**src/hw/osc_tune_pkg.sv**
```systemverilog
// Purpose: Shared constants and types for the fast internal oscillator tuning block
// Assumes: 8-bit register port, one aligned register per address
// Notes: Register addresses are local choices, listed in the hand-over
package osc_tune_pkg;

  localparam int ADDR_W = 4;
  localparam int DATA_W = 8;
  localparam int OSC_COUNT = 5;

  // Register addresses
  localparam logic [ADDR_W-1:0] ADDR_FREQ_SELECT = 4'h0;
  localparam logic [ADDR_W-1:0] ADDR_TUNING = 4'h1;
  localparam logic [ADDR_W-1:0] ADDR_SWITCH_REQUEST = 4'h2;
  localparam logic [ADDR_W-1:0] ADDR_CURRENT_SOURCE = 4'h3;
  localparam logic [ADDR_W-1:0] ADDR_SWITCH_CONTROL = 4'h4;
  localparam logic [ADDR_W-1:0] ADDR_READY_FLAGS = 4'h5;
  localparam logic [ADDR_W-1:0] ADDR_MANUAL_ENABLES = 4'h6;

  // Field layouts and writable masks
  localparam int FREQ_SEL_W = 3;
  localparam int TRIM_W = 6;
  localparam logic [DATA_W-1:0] MASK_FREQ_SELECT = 8'h07;
  localparam logic [DATA_W-1:0] MASK_TUNING = 8'h3F;
  localparam logic [DATA_W-1:0] MASK_SWITCH_REQUEST = 8'h7F;
  localparam logic [DATA_W-1:0] MASK_SWITCH_CONTROL = 8'h80;
  localparam logic [DATA_W-1:0] MASK_MANUAL_ENABLES = 8'hF4;
  localparam int SWITCH_READY_BIT = 4;
  localparam int SWITCH_PENDING_BIT = 3;

  // Manual enable / ready bit positions, one per oscillator
  localparam int BIT_EXT_OSC = 7;
  localparam int BIT_FAST_OSC = 6;
  localparam int BIT_MID_OSC = 5;
  localparam int BIT_SLOW_OSC = 4;
  localparam int BIT_ADC_OSC = 2;

  // Reset-oscillator configuration codes and the select values they force
  localparam logic [2:0] RESET_OSC_FAST_1MHZ = 3'h6;
  localparam logic [2:0] RESET_OSC_FAST_32MHZ = 3'h0;
  localparam logic [FREQ_SEL_W-1:0] FREQ_SEL_AFTER_1MHZ = 3'h2;
  localparam logic [FREQ_SEL_W-1:0] FREQ_SEL_AFTER_32MHZ = 3'h6;
  localparam logic [FREQ_SEL_W-1:0] FREQ_SEL_OTHER_RESET = 3'h2;

  // Reset values
  localparam logic [TRIM_W-1:0] TRIM_RESET = 6'h00;
  localparam logic [DATA_W-1:0] SWITCH_REQUEST_RESET = 8'h00;
  localparam logic [DATA_W-1:0] SWITCH_CONTROL_RESET = 8'h00;
  localparam logic [DATA_W-1:0] MANUAL_ENABLES_RESET = 8'h00;

  // Frequency select codes
  localparam logic [FREQ_SEL_W-1:0] FREQ_1MHZ = 3'h0;
  localparam logic [FREQ_SEL_W-1:0] FREQ_2MHZ = 3'h1;
  localparam logic [FREQ_SEL_W-1:0] FREQ_4MHZ = 3'h2;
  localparam logic [FREQ_SEL_W-1:0] FREQ_8MHZ = 3'h3;
  localparam logic [FREQ_SEL_W-1:0] FREQ_12MHZ = 3'h4;
  localparam logic [FREQ_SEL_W-1:0] FREQ_16MHZ = 3'h5;
  localparam logic [FREQ_SEL_W-1:0] FREQ_32MHZ = 3'h6;
  localparam logic [FREQ_SEL_W-1:0] FREQ_RESERVED = 3'h7;

  // Nominal frequency in MHz for each code
  localparam logic [5:0] MHZ_1 = 6'h01;
  localparam logic [5:0] MHZ_2 = 6'h02;
  localparam logic [5:0] MHZ_4 = 6'h04;
  localparam logic [5:0] MHZ_8 = 6'h08;
  localparam logic [5:0] MHZ_12 = 6'h0C;
  localparam logic [5:0] MHZ_16 = 6'h10;
  localparam logic [5:0] MHZ_32 = 6'h20;
  localparam logic [5:0] MHZ_NONE = 6'h00;

  // Trim extremes
  localparam logic [TRIM_W-1:0] TRIM_MAX = 6'h1F;
  localparam logic [TRIM_W-1:0] TRIM_MIN = 6'h20;
  localparam logic [TRIM_W-1:0] TRIM_CENTRE = 6'h00;

  typedef struct packed {
    logic [5:0] stepIndex;
    logic atMax;
    logic atMin;
    logic atCentre;
  } trimStatus_type;

  typedef struct packed {
    logic [5:0] nominalMhz;
    logic reserved;
  } freqInfo_type;

endpackage

```
**src/hw/osc_request_gate.sv**
```systemverilog
// Purpose: Run decision for one oscillator
// Assumes: Requests are synchronous to sys_clk
// Notes: Registered output so the run line never glitches
`timescale 1ns/1ps
module osc_request_gate (
  input wire logic sys_clk,
  input wire logic rst_b,
  input wire logic manualOn,
  input wire logic moduleRequest,
  output logic oscRun
);

  logic next_oscRun;

  always_comb begin
    next_oscRun = manualOn | moduleRequest;
  end

  always_ff @(posedge sys_clk) begin
    if (!rst_b) begin
      oscRun <= 1'b0;
    end else begin
      oscRun <= next_oscRun;
    end
  end

endmodule

```
**src/hw/internal_osc_freq_tune.sv**
```systemverilog
// Purpose: Register control of the fast internal oscillator frequency and trim
// Assumes: Single clock, synchronous active-low reset, one-cycle strobes
// Notes: Clock switch sequencing is not modelled; requests take effect one cycle later unless held by switch control bit 7
//
// The implementer's own choices: the plain strobed port and the register addresses.
`timescale 1ns/1ps

// Behaviour
// - Decode select code into nominal frequency
// - Config 110 resets select to 010
// - Config 000 resets select to 110
// - Trim 01 1111 gives highest frequency
// - Trim 10 0000 gives lowest frequency
// - Trim zero is centre, reset default
// - Unused upper bits read as zero
// - Manual enable keeps oscillator running
module internal_osc_freq_tune (
  input wire logic sys_clk,
  input wire logic rst_b,
  input wire logic [2:0] resetOscChoice,
  input wire logic [osc_tune_pkg::ADDR_W-1:0] regAddr,
  input wire logic [osc_tune_pkg::DATA_W-1:0] regWrData,
  input wire logic regWrite,
  input wire logic regRead,
  input wire logic [osc_tune_pkg::OSC_COUNT-1:0] oscModuleRequest,
  output logic [osc_tune_pkg::DATA_W-1:0] regRdData,
  output logic regRdValid,
  output logic [osc_tune_pkg::FREQ_SEL_W-1:0] hfFreqSelect,
  output logic [osc_tune_pkg::TRIM_W-1:0] hfTrimValue,
  output osc_tune_pkg::freqInfo_type fastOscFreq,
  output osc_tune_pkg::trimStatus_type fastOscTrim,
  output logic [osc_tune_pkg::OSC_COUNT-1:0] oscRun
);
  import osc_tune_pkg::*;

  // Register storage
  logic [DATA_W-1:0] switchRequest;
  logic [DATA_W-1:0] currentSource;
  logic [DATA_W-1:0] switchControl;
  logic [DATA_W-1:0] manualEnables;
  logic [DATA_W-1:0] next_switchRequest;
  logic [DATA_W-1:0] next_currentSource;
  logic [DATA_W-1:0] next_switchControl;
  logic [DATA_W-1:0] next_manualEnables;
  logic [FREQ_SEL_W-1:0] next_hfFreqSelect;
  logic [TRIM_W-1:0] next_hfTrimValue;

  // Read path
  logic [DATA_W-1:0] next_regRdData;
  logic next_regRdValid;

  // Derived outputs
  freqInfo_type next_fastOscFreq;
  trimStatus_type next_fastOscTrim;
  logic [FREQ_SEL_W-1:0] resetFreqSelect;

  // Oscillator run gating
  logic [OSC_COUNT-1:0] manualVector;
  logic [DATA_W-1:0] readyFlags;
  logic switchPending;

  // Reset value of the select field follows the reset-oscillator strap.
  // The strap is only looked at in the reset cycle, a synchronous load.
  always_comb begin
    unique case (resetOscChoice)
      RESET_OSC_FAST_1MHZ: resetFreqSelect = FREQ_SEL_AFTER_1MHZ;
      RESET_OSC_FAST_32MHZ: resetFreqSelect = FREQ_SEL_AFTER_32MHZ;
      default: resetFreqSelect = FREQ_SEL_OTHER_RESET;
    endcase
  end

  // Frequency select and trim registers
  always_comb begin
    next_hfFreqSelect = hfFreqSelect;
    next_hfTrimValue = hfTrimValue;
    if (regWrite && regAddr == ADDR_FREQ_SELECT) begin
      next_hfFreqSelect = regWrData[FREQ_SEL_W-1:0];
    end
    if (regWrite && regAddr == ADDR_TUNING) begin
      next_hfTrimValue = regWrData[TRIM_W-1:0];
    end
  end

  always_ff @(posedge sys_clk) begin
    if (!rst_b) begin
      hfFreqSelect <= resetFreqSelect;
      hfTrimValue <= TRIM_RESET;
    end else begin
      hfFreqSelect <= next_hfFreqSelect;
      hfTrimValue <= next_hfTrimValue;
    end
  end

  // Clock-switch registers: only stored and mirrored, no sequencing
  always_comb begin
    next_switchRequest = switchRequest;
    next_switchControl = switchControl;
    next_manualEnables = manualEnables;
    if (regWrite) begin
      unique case (regAddr)
        ADDR_SWITCH_REQUEST: next_switchRequest = regWrData & MASK_SWITCH_REQUEST;
        ADDR_SWITCH_CONTROL: next_switchControl = regWrData & MASK_SWITCH_CONTROL;
        ADDR_MANUAL_ENABLES: next_manualEnables = regWrData & MASK_MANUAL_ENABLES;
        default: begin
        end
      endcase
    end
    // A held switch keeps the old source; otherwise it follows the request
    if (switchControl[DATA_W-1]) begin
      next_currentSource = currentSource;
    end else begin
      next_currentSource = switchRequest;
    end
  end

  always_ff @(posedge sys_clk) begin
    if (!rst_b) begin
      switchRequest <= SWITCH_REQUEST_RESET;
      currentSource <= SWITCH_REQUEST_RESET;
      switchControl <= SWITCH_CONTROL_RESET;
      manualEnables <= MANUAL_ENABLES_RESET;
    end else begin
      switchRequest <= next_switchRequest;
      currentSource <= next_currentSource;
      switchControl <= next_switchControl;
      manualEnables <= next_manualEnables;
    end
  end

  assign switchPending = (currentSource != switchRequest);

  // Manual enables per oscillator, in the same order as oscRun
  assign manualVector = {manualEnables[BIT_EXT_OSC], manualEnables[BIT_FAST_OSC],
                         manualEnables[BIT_MID_OSC], manualEnables[BIT_SLOW_OSC],
                         manualEnables[BIT_ADC_OSC]};

  generate
    for (genvar i = 0; i < OSC_COUNT; i++) begin : gateLoop
      osc_request_gate gate (
        .sys_clk(sys_clk),
        .rst_b(rst_b),
        .manualOn(manualVector[i]),
        .moduleRequest(oscModuleRequest[i]),
        .oscRun(oscRun[i])
      );
    end
  endgenerate

  // Ready flags mirror the running oscillators; no start-up delay is modelled
  always_comb begin
    readyFlags = '0;
    readyFlags[BIT_EXT_OSC] = oscRun[4];
    readyFlags[BIT_FAST_OSC] = oscRun[3];
    readyFlags[BIT_MID_OSC] = oscRun[2];
    readyFlags[BIT_SLOW_OSC] = oscRun[1];
    readyFlags[BIT_ADC_OSC] = oscRun[0];
  end

  // Nominal frequency decode
  always_comb begin
    next_fastOscFreq.reserved = 1'b0;
    unique case (hfFreqSelect)
      FREQ_1MHZ: next_fastOscFreq.nominalMhz = MHZ_1;
      FREQ_2MHZ: next_fastOscFreq.nominalMhz = MHZ_2;
      FREQ_4MHZ: next_fastOscFreq.nominalMhz = MHZ_4;
      FREQ_8MHZ: next_fastOscFreq.nominalMhz = MHZ_8;
      FREQ_12MHZ: next_fastOscFreq.nominalMhz = MHZ_12;
      FREQ_16MHZ: next_fastOscFreq.nominalMhz = MHZ_16;
      FREQ_32MHZ: next_fastOscFreq.nominalMhz = MHZ_32;
      FREQ_RESERVED: begin
        // Reserved code is stored but flagged; the oscillator has no rate for it
        next_fastOscFreq.nominalMhz = MHZ_NONE;
        next_fastOscFreq.reserved = 1'b1;
      end
    endcase
  end

  // Trim decode: flipping the sign bit maps signed -32..31 onto 0..63,
  // so a larger index is always a faster oscillator
  always_comb begin
    next_fastOscTrim.stepIndex = {~hfTrimValue[TRIM_W-1], hfTrimValue[TRIM_W-2:0]};
    next_fastOscTrim.atMax = (hfTrimValue == TRIM_MAX);
    next_fastOscTrim.atMin = (hfTrimValue == TRIM_MIN);
    next_fastOscTrim.atCentre = (hfTrimValue == TRIM_CENTRE);
  end

  always_ff @(posedge sys_clk) begin
    if (!rst_b) begin
      fastOscFreq <= '0;
      fastOscTrim <= '0;
    end else begin
      fastOscFreq <= next_fastOscFreq;
      fastOscTrim <= next_fastOscTrim;
    end
  end

  // Register read: data stand for one cycle after the strobe, zero otherwise
  always_comb begin
    next_regRdData = '0;
    next_regRdValid = regRead;
    if (regRead) begin
      unique case (regAddr)
        ADDR_FREQ_SELECT: next_regRdData = {5'h00, hfFreqSelect};
        ADDR_TUNING: next_regRdData = {2'h0, hfTrimValue};
        ADDR_SWITCH_REQUEST: next_regRdData = switchRequest;
        ADDR_CURRENT_SOURCE: next_regRdData = currentSource;
        ADDR_SWITCH_CONTROL: begin
          next_regRdData = switchControl;
          next_regRdData[SWITCH_READY_BIT] = ~switchPending;
          next_regRdData[SWITCH_PENDING_BIT] = switchPending;
        end
        ADDR_READY_FLAGS: next_regRdData = readyFlags;
        ADDR_MANUAL_ENABLES: next_regRdData = manualEnables;
        default: next_regRdData = '0;
      endcase
    end
  end

  always_ff @(posedge sys_clk) begin
    if (!rst_b) begin
      regRdData <= '0;
      regRdValid <= 1'b0;
    end else begin
      regRdData <= next_regRdData;
      regRdValid <= next_regRdValid;
    end
  end

endmodule

```
**config.mk**
```make
export PLATFORM = sky130hd
export DESIGN_NAME = internal_osc_freq_tune
export DESIGN_NICKNAME = d
export VERILOG_FILES = /design/src/hw/osc_tune_pkg.sv /design/src/hw/osc_request_gate.sv /design/src/hw/internal_osc_freq_tune.sv
export SDC_FILE = /design/constraint.sdc
export NUM_CORES = 1
export LEC_CHECK = 0
export ABC_AREA = 1
export CAP_MARGIN = 20
export CORE_ASPECT_RATIO = 0.7
export CORE_MARGIN = 3
export CORE_UTILIZATION = 60
export DETAILED_ROUTE_END_ITERATION = 7
export DONT_BUFFER_PORTS = 1
export GPL_ROUTABILITY_DRIVEN = 0
export HOLD_SLACK_MARGIN = 0.12
export PLACE_DENSITY = 0.76
export SLEW_MARGIN = 20
export SYNTH_ARGS = -nofsm -noshare
export SYNTH_HDL_FRONTEND = slang
export SYNTH_SLANG_ARGS = --single-unit
```
**constraint.sdc**
```tcl
create_clock -name sys_clk -period 1.27 [get_ports sys_clk]
set_input_delay 0.0635 -clock sys_clk [delete_from_list [all_inputs] [get_ports sys_clk]]
set_output_delay 0.0635 -clock sys_clk [all_outputs]
set_load 0.02 [all_outputs]
```
==> flow_metrics.py, run 1 <==
metrics = {
    "critical_path": {
        "reg2reg_depth": 8,
        "path_common_cell": "nand2_1",
        "crit_family": "simple AND/OR/NAND/NOR gates",
        "cp.depth": 8,
        "ff2ff_setup_slack_ns": -0.02,
        "cp_data_required_time_ns": 1.54,
        "critPathCaptureType": "flip-flop",
        "cp-start-kind": "flip-flop",
        "slowest_stage": "dfxtp_2",
        "cp_data_arrival_time_ns": 1.56,
        "crit_path_end": "regRdData[4]",
        "cp_num_buf_inv": 1,
        "worstSetupStartpoint": "switchRequest[4]",
        "critPathMaxFanout": 4,
        "rr_startpoint": "switchRequest[4]",
        "path_class": "reg2reg",
        "rr_endpoint": "regRdData[4]",
        "max_stage_delay_ns": 0.37,
        "crit_chain": "inv_1, nand2_1, nand2_1, nor2_2, nand2_1, nor2_2, nand2_1, a21oi_2",
    },
    "power_and_ir_drop": {
        "p_per_area_nw_per_um2": 1400,
        "ir_drop_v": 0.00102,
        "finalPower_mw": 4.18,
        "leakage_nw": 1.31,
    },
    "sta": {
        "skew_ns": 0.00662,
        "finalCriticalPeriod_ns": 1.29,
        "worst_hold_slack_ns": 0.134,
        "worst_slack_ns": -0.0207,
        "tightest_slew_ns": 0.365,
        "clock.fmax_mhz": 775,
        "setup_tns_ns": -0.0207,
        "period_share": 1.02,
        "slew_headroom": 0.756,
        "hold_viol": 0,
        "drv_slew": 0,
        "setup_viol": 1,
    },
    "global_routing": {
        "antenna_found_initial": 0,
        "gr-usage-met2": 0.429,
        "grt_pass1_wl_um": 9900,
        "grt_max_degree": 39,
        "grt.busiest_layer": "met2",
        "grt_pass1_vias": 1972,
        "grtUsageMet3": 0.121,
        "met1_usage": 0.374,
        "track_usage": 0.286,
        "grt_overflow": 0,
    },
    "synthesis": {
        "synth_area_um2": 2380,
        "synth.distinct_cells": 27,
        "ys_warn_count": 0,
        "synth-async-reset-ratio": 0,
        "synth_nets": 329,
        "postSynthCellCount": 305,
        "yosysSeqAreaShare": 0.508,
        "synth_edf_count": 3,
        "syn_area_per_cell_um2": 7.81,
        "ys.flop_type": "dfxtp_1",
        "ys_ff_latch": 59,
    },
    "clocking": {
        "clk_path_buf_depth": 2,
        "h-tree-depth": 3,
        "clock_sinks": 59,
        "cts_tree": "done",
        "path_clk_slew_ns": 0.07,
        "cts_buffers": 9,
        "clock_latency_ns": 0.34,
        "cts_root_buf": "clkbuf_8",
    },
    "die": {
        "die_area_um2": 4770,
        "die_x_um": 81.3,
        "chipHeight_um": 58.7,
        "io_pins": 63,
        "core_area_um2": 3670,
        "rows": 18,
        "start_util": 0.649,
    },
    "layout": {
        "syn_to_final_growth_pct": 25.5,
        "nets": 370,
        "diodes": 0,
        "final_cells": 401,
        "register_area_um2": 1210,
        "drive_gt1_frac": 0.154,
        "fin_area_um2": 2990,
        "multiInputGateArea_um2": 900,
        "final_core_util": 0.814,
        "fillers": 222,
    },
    "placed_design": {
        "place_area_um2": 2440,
        "dpl_worst_slack_ns": 0.102,
        "dpl.hpwl_um": 4010,
        "dp_cells": 353,
        "port_buffers": 0,
    },
    "route": {
        "vias_per_cell": 5.67,
        "remaining_drc_errors": 0,
        "ant_nets": 0,
        "drt-total-wl_um": 6710,
        "wl_per_cell_um": 16.7,
        "dr.pass1.iters": 6,
        "drtIter0Drc": 296,
        "vias": 2275,
    },
    "run_status": {
        "status": "finished with violations",
        "violations": "negative setup slack",
    },
    "job": {
        "drv_cap": 0,
    },
    "worst_hold_path": {
        "worstHoldPathType": "in2reg",
    },
}
how the worst min path moves through the flow:
stage	slack (ns)	from	depth (start not counted)	end
3_3_place_gp	0.17	rst_b	2	fastOscTrim[7]
6_report	0.13	regAddr[0]	4	manualEnables[7]
5_1_grt	0.15	regAddr[0]	4	manualEnables[7]
3_5_place_dp	0.17	rst_b	2	fastOscTrim[6]
4_1_cts	0.13	regAddr[3]	5	regRdData[1]
2_1_floorplan	0.18	oscModuleRequest[0]	2	gateLoop[0].gate.oscRun
worst reg2reg max path: cells and delay by family, from the launching register on:
| family | cells | cell delay, ns |
|---|---|---|
| and+or+nand+nor | 6 | 0.62 |
| DFF | 1 | 0.37 |
| AOI/OAI and AO/OA | 1 | 0.14 |
| buffers and inverters | 1 | 0.10 |
layout make-up:
cell class	instances	area share
well taps	50	0.0209
flip-flops and latches	59	0.406
multi-input cells	184	0.301
repair buffers	46	0.143
clock buffers	12	0.0553
inverters	46	0.0582
clock inverters	4	0.0159
cell usage after synthesis (2+ instances only):
library cell / instances / area (um^2)
a21oi_1: 29 / 145
buf_4: 10 / 75.1
clkbuf_1: 4 / 15.0
dfxtp_1: 56 / 1120
edfxtp_1: 3 / 90.1
inv_1: 41 / 154
inv_2: 3 / 11.3
nand2_1: 47 / 176
nand2_2: 3 / 18.8
nand2_4: 2 / 22.5
nand3_1: 13 / 65.1
nand4_1: 2 / 12.5
nor2_1: 38 / 143
nor2_4: 5 / 56.3
nor3_1: 6 / 30.0
o211ai_1: 3 / 22.5
o21ai_0: 24 / 120
o21ai_1: 2 / 10.0
o22ai_1: 6 / 37.5
registers in the layout (all words and copies together) (netlist names):
name	flops
fastOscTrim	9
hfFreqSelect	3
currentSource	7
regRdValid	1
hfTrimValue	6
switchControl	1
regRdData	8
manualEnables	5
switchRequest	7
gateLoop.gate.oscRun	5
fastOscFreq	7
where the power goes:
part	switching, mW	total [mW]	internal, mW
Sequential	0.0673	1.99	1.93
Combinational	0.233	0.392	0.159
Clock	0.736	1.79	1.06
Total	1.04	4.18	3.15
per-layer routing:
metal  vias up  share of wire  wire, um
li1       1056              -         -
met1      1005           0.40      2710
met2       183           0.43      2920
met3        31           0.12       827
met4         0          0.038       254
met5         -              0         0
cells by family (layout without fill, tap and decap cells):
kind of cell,count (synthesis),count (layout),share of synthesized area
buf+inv,62,108,0.118
simple gates,117,117,0.223
compound gates,67,67,0.151
flops,59,59,0.508
repair_timing:
item,in CTS,in global routing
hold endpoints to repair,62,3
hold buffers,29,1
gates resized for setup,0,6
setup endpoints to repair,0,9
buffers inserted,0,3
placed cells by master (no fill, tap or decap), types with 6 or more instances in the layout:
cell | synthesis | final
nor2_1 | 38 | 36
nand3_1 | 13 | 13
inv_1 | 41 | 41
dfxtp_1 | 56 | 55
nor3_1 | 6 | 6
nand2_1 | 47 | 47
dlygate4sd3_1 | 0 | 28
clkbuf_8 | 0 | 12
o21ai_0 | 24 | 22
buf_4 | 10 | 17
a21oi_1 | 29 | 28
o22ai_1 | 6 | 6
Power figures use the tool's default switching activity.
==> run 2: changes to the inputs <==
- CTS_CLUSTER_SIZE: not set -> 30
- clock period: 1.27 -> 1.4 ns (I/O delays scaled with it)
==> flow_metrics.py, run 2 (synthesis gave the netlist of run 1 again) <==
metrics = {
    "sta": {
        "slew_headroom": 0.597,
        "setup_viol": 0,
        "drv_slew": 0,
        "skew_ns": 0.00580,
        "rsz0062_at_grt": "no",
        "period_share": 0.921,
        "tightest_slew_ns": 0.604,
        "worst_hold_slack_ns": 0.141,
        "setup_tns_ns": 0,
        "finalCriticalPeriod_ns": 1.29,
        "hold_viol": 0,
        "clock.fmax_mhz": 775,
    },
    "run_status": {
        "status": "completed",
    },
    "critical_path": {
        "cp-start-kind": "primary input",
        "rr_startpoint": "hfTrimValue[3]",
        "crit_family": "buffers and inverters",
        "critPathCaptureType": "flip-flop",
        "path_class": "in2reg",
        "worstSetupStartpoint": "regAddr[2]",
        "cp_data_required_time_ns": 1.63,
        "crit_path_end": "hfTrimValue[3]",
        "cp_num_buf_inv": 2,
        "rr_endpoint": "fastOscTrim[6]",
        "crit_chain": "nor2_4, nand2_2, inv_2, nand2_2, dlygate4sd3_1, o21ai_0, a21oi_1",
        "cp_data_arrival_time_ns": 1.52,
        "slowest_stage": "dlygate4sd3_1",
        "max_stage_delay_ns": 0.67,
        "cp.depth": 7,
        "path_common_cell": "nand2_2",
        "reg2reg_depth": 3,
        "critPathMaxFanout": 8,
        "ff2ff_setup_slack_ns": 0.17,
    },
    "layout": {
        "top_regs": "fastOscTrim x9, regRdData x8",
        "final_core_util": 0.813,
        "final_common_cell": "dfxtp_1",
        "fillers": 222,
        "fin_area_um2": 2980,
        "nets": 363,
        "largest_register": "fastOscTrim",
        "largest_register_ffs": 9,
        "diodes": 0,
        "syn_to_final_growth_pct": 25.2,
        "drive_gt1_frac": 0.105,
        "final_cell_mix": "dfxtp_1, nand2_1, inv_1",
    },
    "clocking": {
        "cts_buffers": 9,
        "path_clk_slew_ns": 0.07,
        "clk_path_buf_depth": 2,
        "h-tree-depth": 3,
        "postCtsSetupBuffers": 0,
        "clock_latency_ns": 0.34,
        "cts_root_buf": "clkbuf_8",
        "clock_sinks": 59,
        "cts_tree": "done",
    },
    "global_routing": {
        "track_usage": 0.285,
        "met1_usage": 0.387,
        "grt_pass1_vias": 1937,
        "gr-usage-met2": 0.419,
        "grt_max_degree": 39,
        "grt.busiest_layer": "met2",
        "grt_overflow": 0,
        "grtUsageMet3": 0.115,
        "grt_pass1_wl_um": 9890,
        "antenna_found_initial": 0,
    },
    "power_and_ir_drop": {
        "ir_drop_v": 0.000906,
        "leakage_nw": 1.30,
        "finalPower_mw": 3.88,
        "p_per_area_nw_per_um2": 1300,
    },
    "placed_design": {
        "dpl.hpwl_um": 4020,
        "place_area_um2": 2360,
        "port_buffers": 0,
    },
    "route": {
        "drtIter0Drc": 381,
        "remaining_drc_errors": 0,
        "vias": 2222,
        "vias_per_cell": 5.64,
        "drt-total-wl_um": 6900,
        "ant_nets": 0,
        "wl_per_cell_um": 17.5,
        "dr.pass1.iters": 6,
    },
    "die": {
        "chipHeight_um": 58.7,
        "core_area_um2": 3670,
        "rows": 18,
        "die_x_um": 81.3,
        "start_util": 0.649,
        "io_pins": 63,
        "die_area_um2": 4770,
    },
    "job": {
        "drv_cap": 0,
    },
    "worst_hold_path": {
        "worstHoldPathType": "in2reg",
    },
}
-- run 2: worst min-delay path by stage --
stage	start	slack (ns)	to	cells past startpoint
after floorplan	oscModuleRequest[0]	0.19	gateLoop[0].gate.oscRun	2
after global placement	rst_b	0.17	fastOscTrim[7]	2
after detailed placement	rst_b	0.17	fastOscTrim[6]	2
after CTS	regAddr[3]	0.12	regRdData[3]	4
after global routing	regAddr[3]	0.14	switchControl[7]	4
final	regAddr[3]	0.14	switchControl[7]	4
-- run 2: layout make-up --
class | instances | area (um^2) | area share
clock inverter | 3 | 40.0 | 0.0134
clock buffer | 13 | 191 | 0.0642
multi-input combinational | 184 | 891 | 0.299
sequential | 59 | 1210 | 0.406
timing repair buffer | 39 | 413 | 0.138
inverter | 46 | 174 | 0.0583
tap | 50 | 62.6 | 0.0210
-- run 2: worst reg2reg max path: cells and delay by family, from the launching register on --
kind                   cells  cell delay (ns)
buffers and inverters      2             0.61
flip-flops                 1             0.50
AND/OR/NAND/NOR            1             0.08
-- run 2: layer usage --
metal / vias up / part of all wire
met3: 22 / 0.13
met4: 0 / 0.026
met5: - / 0
li1: 1042 / -
met2: 147 / 0.44
met1: 1011 / 0.41
-- run 2: what timing repair did --
action | CTS | global route
hold buffers | 35 | 0
setup endpoints to repair | 0 | 3
endpoints found under the hold margin | 62 | 0
gates resized for setup | 0 | 2
-- run 2: power breakdown --
| part | internal [mW] | switching (mW) |
|---|---|---|
| logic | 0.127 | 0.169 |
| registers | 1.75 | 0.0907 |
| clock network | 1.08 | 0.664 |
| total | 2.96 | 0.924 |
-- run 2: through the flow --
step,instances,setup slack [ns]
2_1_floorplan,305,0.424
3_3_place_gp,342,0.304
3_5_place_dp,342,0.285
4_1_cts,393,0.0191
5_1_grt,394,0.0389
6_report,394,0.110
==> run 3: changes to the inputs <==
==> constraint.sdc (replaced) <==
create_clock -name sys_clk -period 1.4 [get_ports sys_clk]
set_input_delay 0.07 -clock sys_clk [delete_from_list [all_inputs] [get_ports sys_clk]]
set_output_delay 0.07 -clock sys_clk [all_outputs]
set_load 0.01 [all_outputs]
==> flow_metrics.py, run 3 (synthesis gave the netlist of run 1 again) <==
metrics = {
    "run_status": {
        "status": "completed",
    },
    "critical_path": {
        "cp_num_buf_inv": 2,
        "path_class": "reg2reg",
        "crit_chain": "nand3_1, dlygate4sd3_1, nand3_1, nand2_1, inv_1",
        "cp_data_arrival_time_ns": 1.58,
        "crit_family": "buffers and inverters",
        "cp_data_required_time_ns": 1.69,
        "critPathMaxFanout": 2,
        "slowest_stage": "dlygate4sd3_1",
        "cp-start-kind": "flip-flop",
        "critPathCaptureType": "flip-flop",
        "path_common_cell": "nand3_1",
        "max_stage_delay_ns": 0.58,
    },
    "die": {
        "die_x_um": 81.3,
        "chipHeight_um": 58.7,
        "io_pins": 63,
        "rows": 18,
        "die_area_um2": 4770,
        "start_util": 0.649,
        "core_area_um2": 3670,
    },
    "sta": {
        "rsz0062_at_grt": "no",
        "drv_slew": 0,
        "worst_slack_ns": 0.109,
        "tightest_slew_ns": 0.542,
        "skew_ns": 0.00763,
        "hold_viol": 0,
        "setup_tns_ns": 0,
        "finalCriticalPeriod_ns": 1.29,
        "period_share": 0.922,
        "clock.fmax_mhz": 775,
        "slew_headroom": 0.638,
        "setup_viol": 0,
    },
    "layout": {
        "diodes": 0,
        "final_core_util": 0.794,
        "largest_register_ffs": 9,
        "top_regs": "fastOscTrim x9, regRdData x8",
        "final_cell_mix": "dfxtp_1, nand2_1, inv_1",
        "nets": 359,
        "largest_register": "fastOscTrim",
        "final_common_cell": "dfxtp_1",
        "syn_to_final_growth_pct": 22.3,
        "fillers": 241,
        "drive_gt1_frac": 0.103,
    },
    "clocking": {
        "h-tree-depth": 3,
        "cts_tree": "done",
        "clk_path_buf_depth": 2,
        "clock_sinks": 59,
        "clock_latency_ns": 0.34,
        "cts_root_buf": "clkbuf_8",
        "cts_buffers": 9,
        "path_clk_slew_ns": 0.07,
        "postCtsSetupBuffers": 0,
    },
    "global_routing": {
        "grt_max_degree": 39,
        "track_usage": 0.266,
        "grt_pass1_vias": 1905,
        "grt_overflow": 0,
        "grt_pass1_wl_um": 9310,
        "antenna_found_initial": 0,
    },
    "power_and_ir_drop": {
        "p_per_area_nw_per_um2": 1290,
        "ir_drop_v": 0.00100,
        "leakage_nw": 1.25,
    },
    "job": {
        "drv_cap": 0,
    },
    "placed_design": {
        "dpl_worst_slack_ns": 0.317,
        "port_buffers": 0,
        "dpl.hpwl_um": 3940,
    },
    "route": {
        "vias_per_cell": 5.48,
        "vias": 2138,
        "drtIter0Drc": 265,
        "remaining_drc_errors": 0,
        "ant_nets": 0,
        "dr.pass1.iters": 6,
        "wl_per_cell_um": 15.5,
        "drt-total-wl_um": 6040,
    },
    "worst_hold_path": {
        "worstHoldPathType": "in2reg",
    },
}
## run 3: changes by cell type in the layout (fill, tap and decap cells not counted)
| cell | before | now |
|---|---|---|
| clkbuf_8 | 10 | 9 |
| buf_4 | 3 | 2 |
| clkbuf_1 | 1 | 0 |
| clkbuf_16 | 3 | 0 |
| clkinvlp_4 | 0 | 2 |
| inv_4 | 0 | 1 |
| dlygate4sd3_1 | 32 | 30 |
| bufinv_16 | 1 | 2 |
## run 3: what timing repair did
item | in CTS | in global routing
gates resized for setup | 0 | 2
setup endpoints to repair | 0 | 3
endpoints found under the hold margin | 62 | 1
hold buffers | 33 | 1
## run 3: path summary, 6_finish.rpt
kind | startpoint | to | slack (ns) | depth (start not counted)
hold reg to reg | manualEnables[2] | gateLoop[0].gate.oscRun | 0.47 | 2
hold / removal | regAddr[0] | regRdData[3] | 0.11 | 4
setup / recovery | gateLoop[4].gate.oscRun | regRdData[7] | 0.11 | 5
setup reg to reg | gateLoop[4].gate.oscRun | regRdData[7] | 0.11 | 5
## run 3: layout make-up
| class | count | area (um^2) | share of cell area |
|---|---|---|---|
| repair buffers | 35 | 360 | 0.124 |
| clock inverters | 7 | 91.3 | 0.0313 |
| clock buffers | 9 | 124 | 0.0425 |
| inverters | 46 | 174 | 0.0597 |
| flip-flops and latches | 59 | 1210 | 0.416 |
| well taps | 50 | 62.6 | 0.0215 |
| multi-input cells | 184 | 891 | 0.306 |
## run 3: stage by stage
stage / total power, mW / hold slack [ns] / cell area, um^2 / cells
after floorplan: 1.99 / 0.186 / 2380 / 305
after global placement: 2.01 / 0.173 / 2350 / 341
after detailed placement: 2.01 / 0.179 / 2350 / 341
after CTS: 3.78 / 0.0839 / 2910 / 390
after global routing: 3.89 / 0.120 / 2910 / 390
final: 3.76 / 0.108 / 2910 / 390
## run 3: worst min-delay path: stages
cell,delay (ns)
nor2_1,0.03
nand2_1,0.11
o21bai_1,0.12
a21oi_1,0.06
## run 3: power by group
| part | leakage (nW) | internal [mW] | switching, mW | total, mW |
|---|---|---|---|---|
| registers | 0.485 | 1.75 | 0.0596 | 1.81 |
| clock network | 0.106 | 0.995 | 0.686 | 1.68 |
| logic | 0.661 | 0.116 | 0.156 | 0.272 |
| total | 1.25 | 2.86 | 0.902 | 3.76 |
## run 3: routing by layer
metal	vias up	track usage	part of all wire
met1	974	0.362	0.44
met3	11	0.0963	0.12
li1	1032	-	-
met5	-	0	0
met4	0	0.106	0.013
met2	121	0.385	0.43
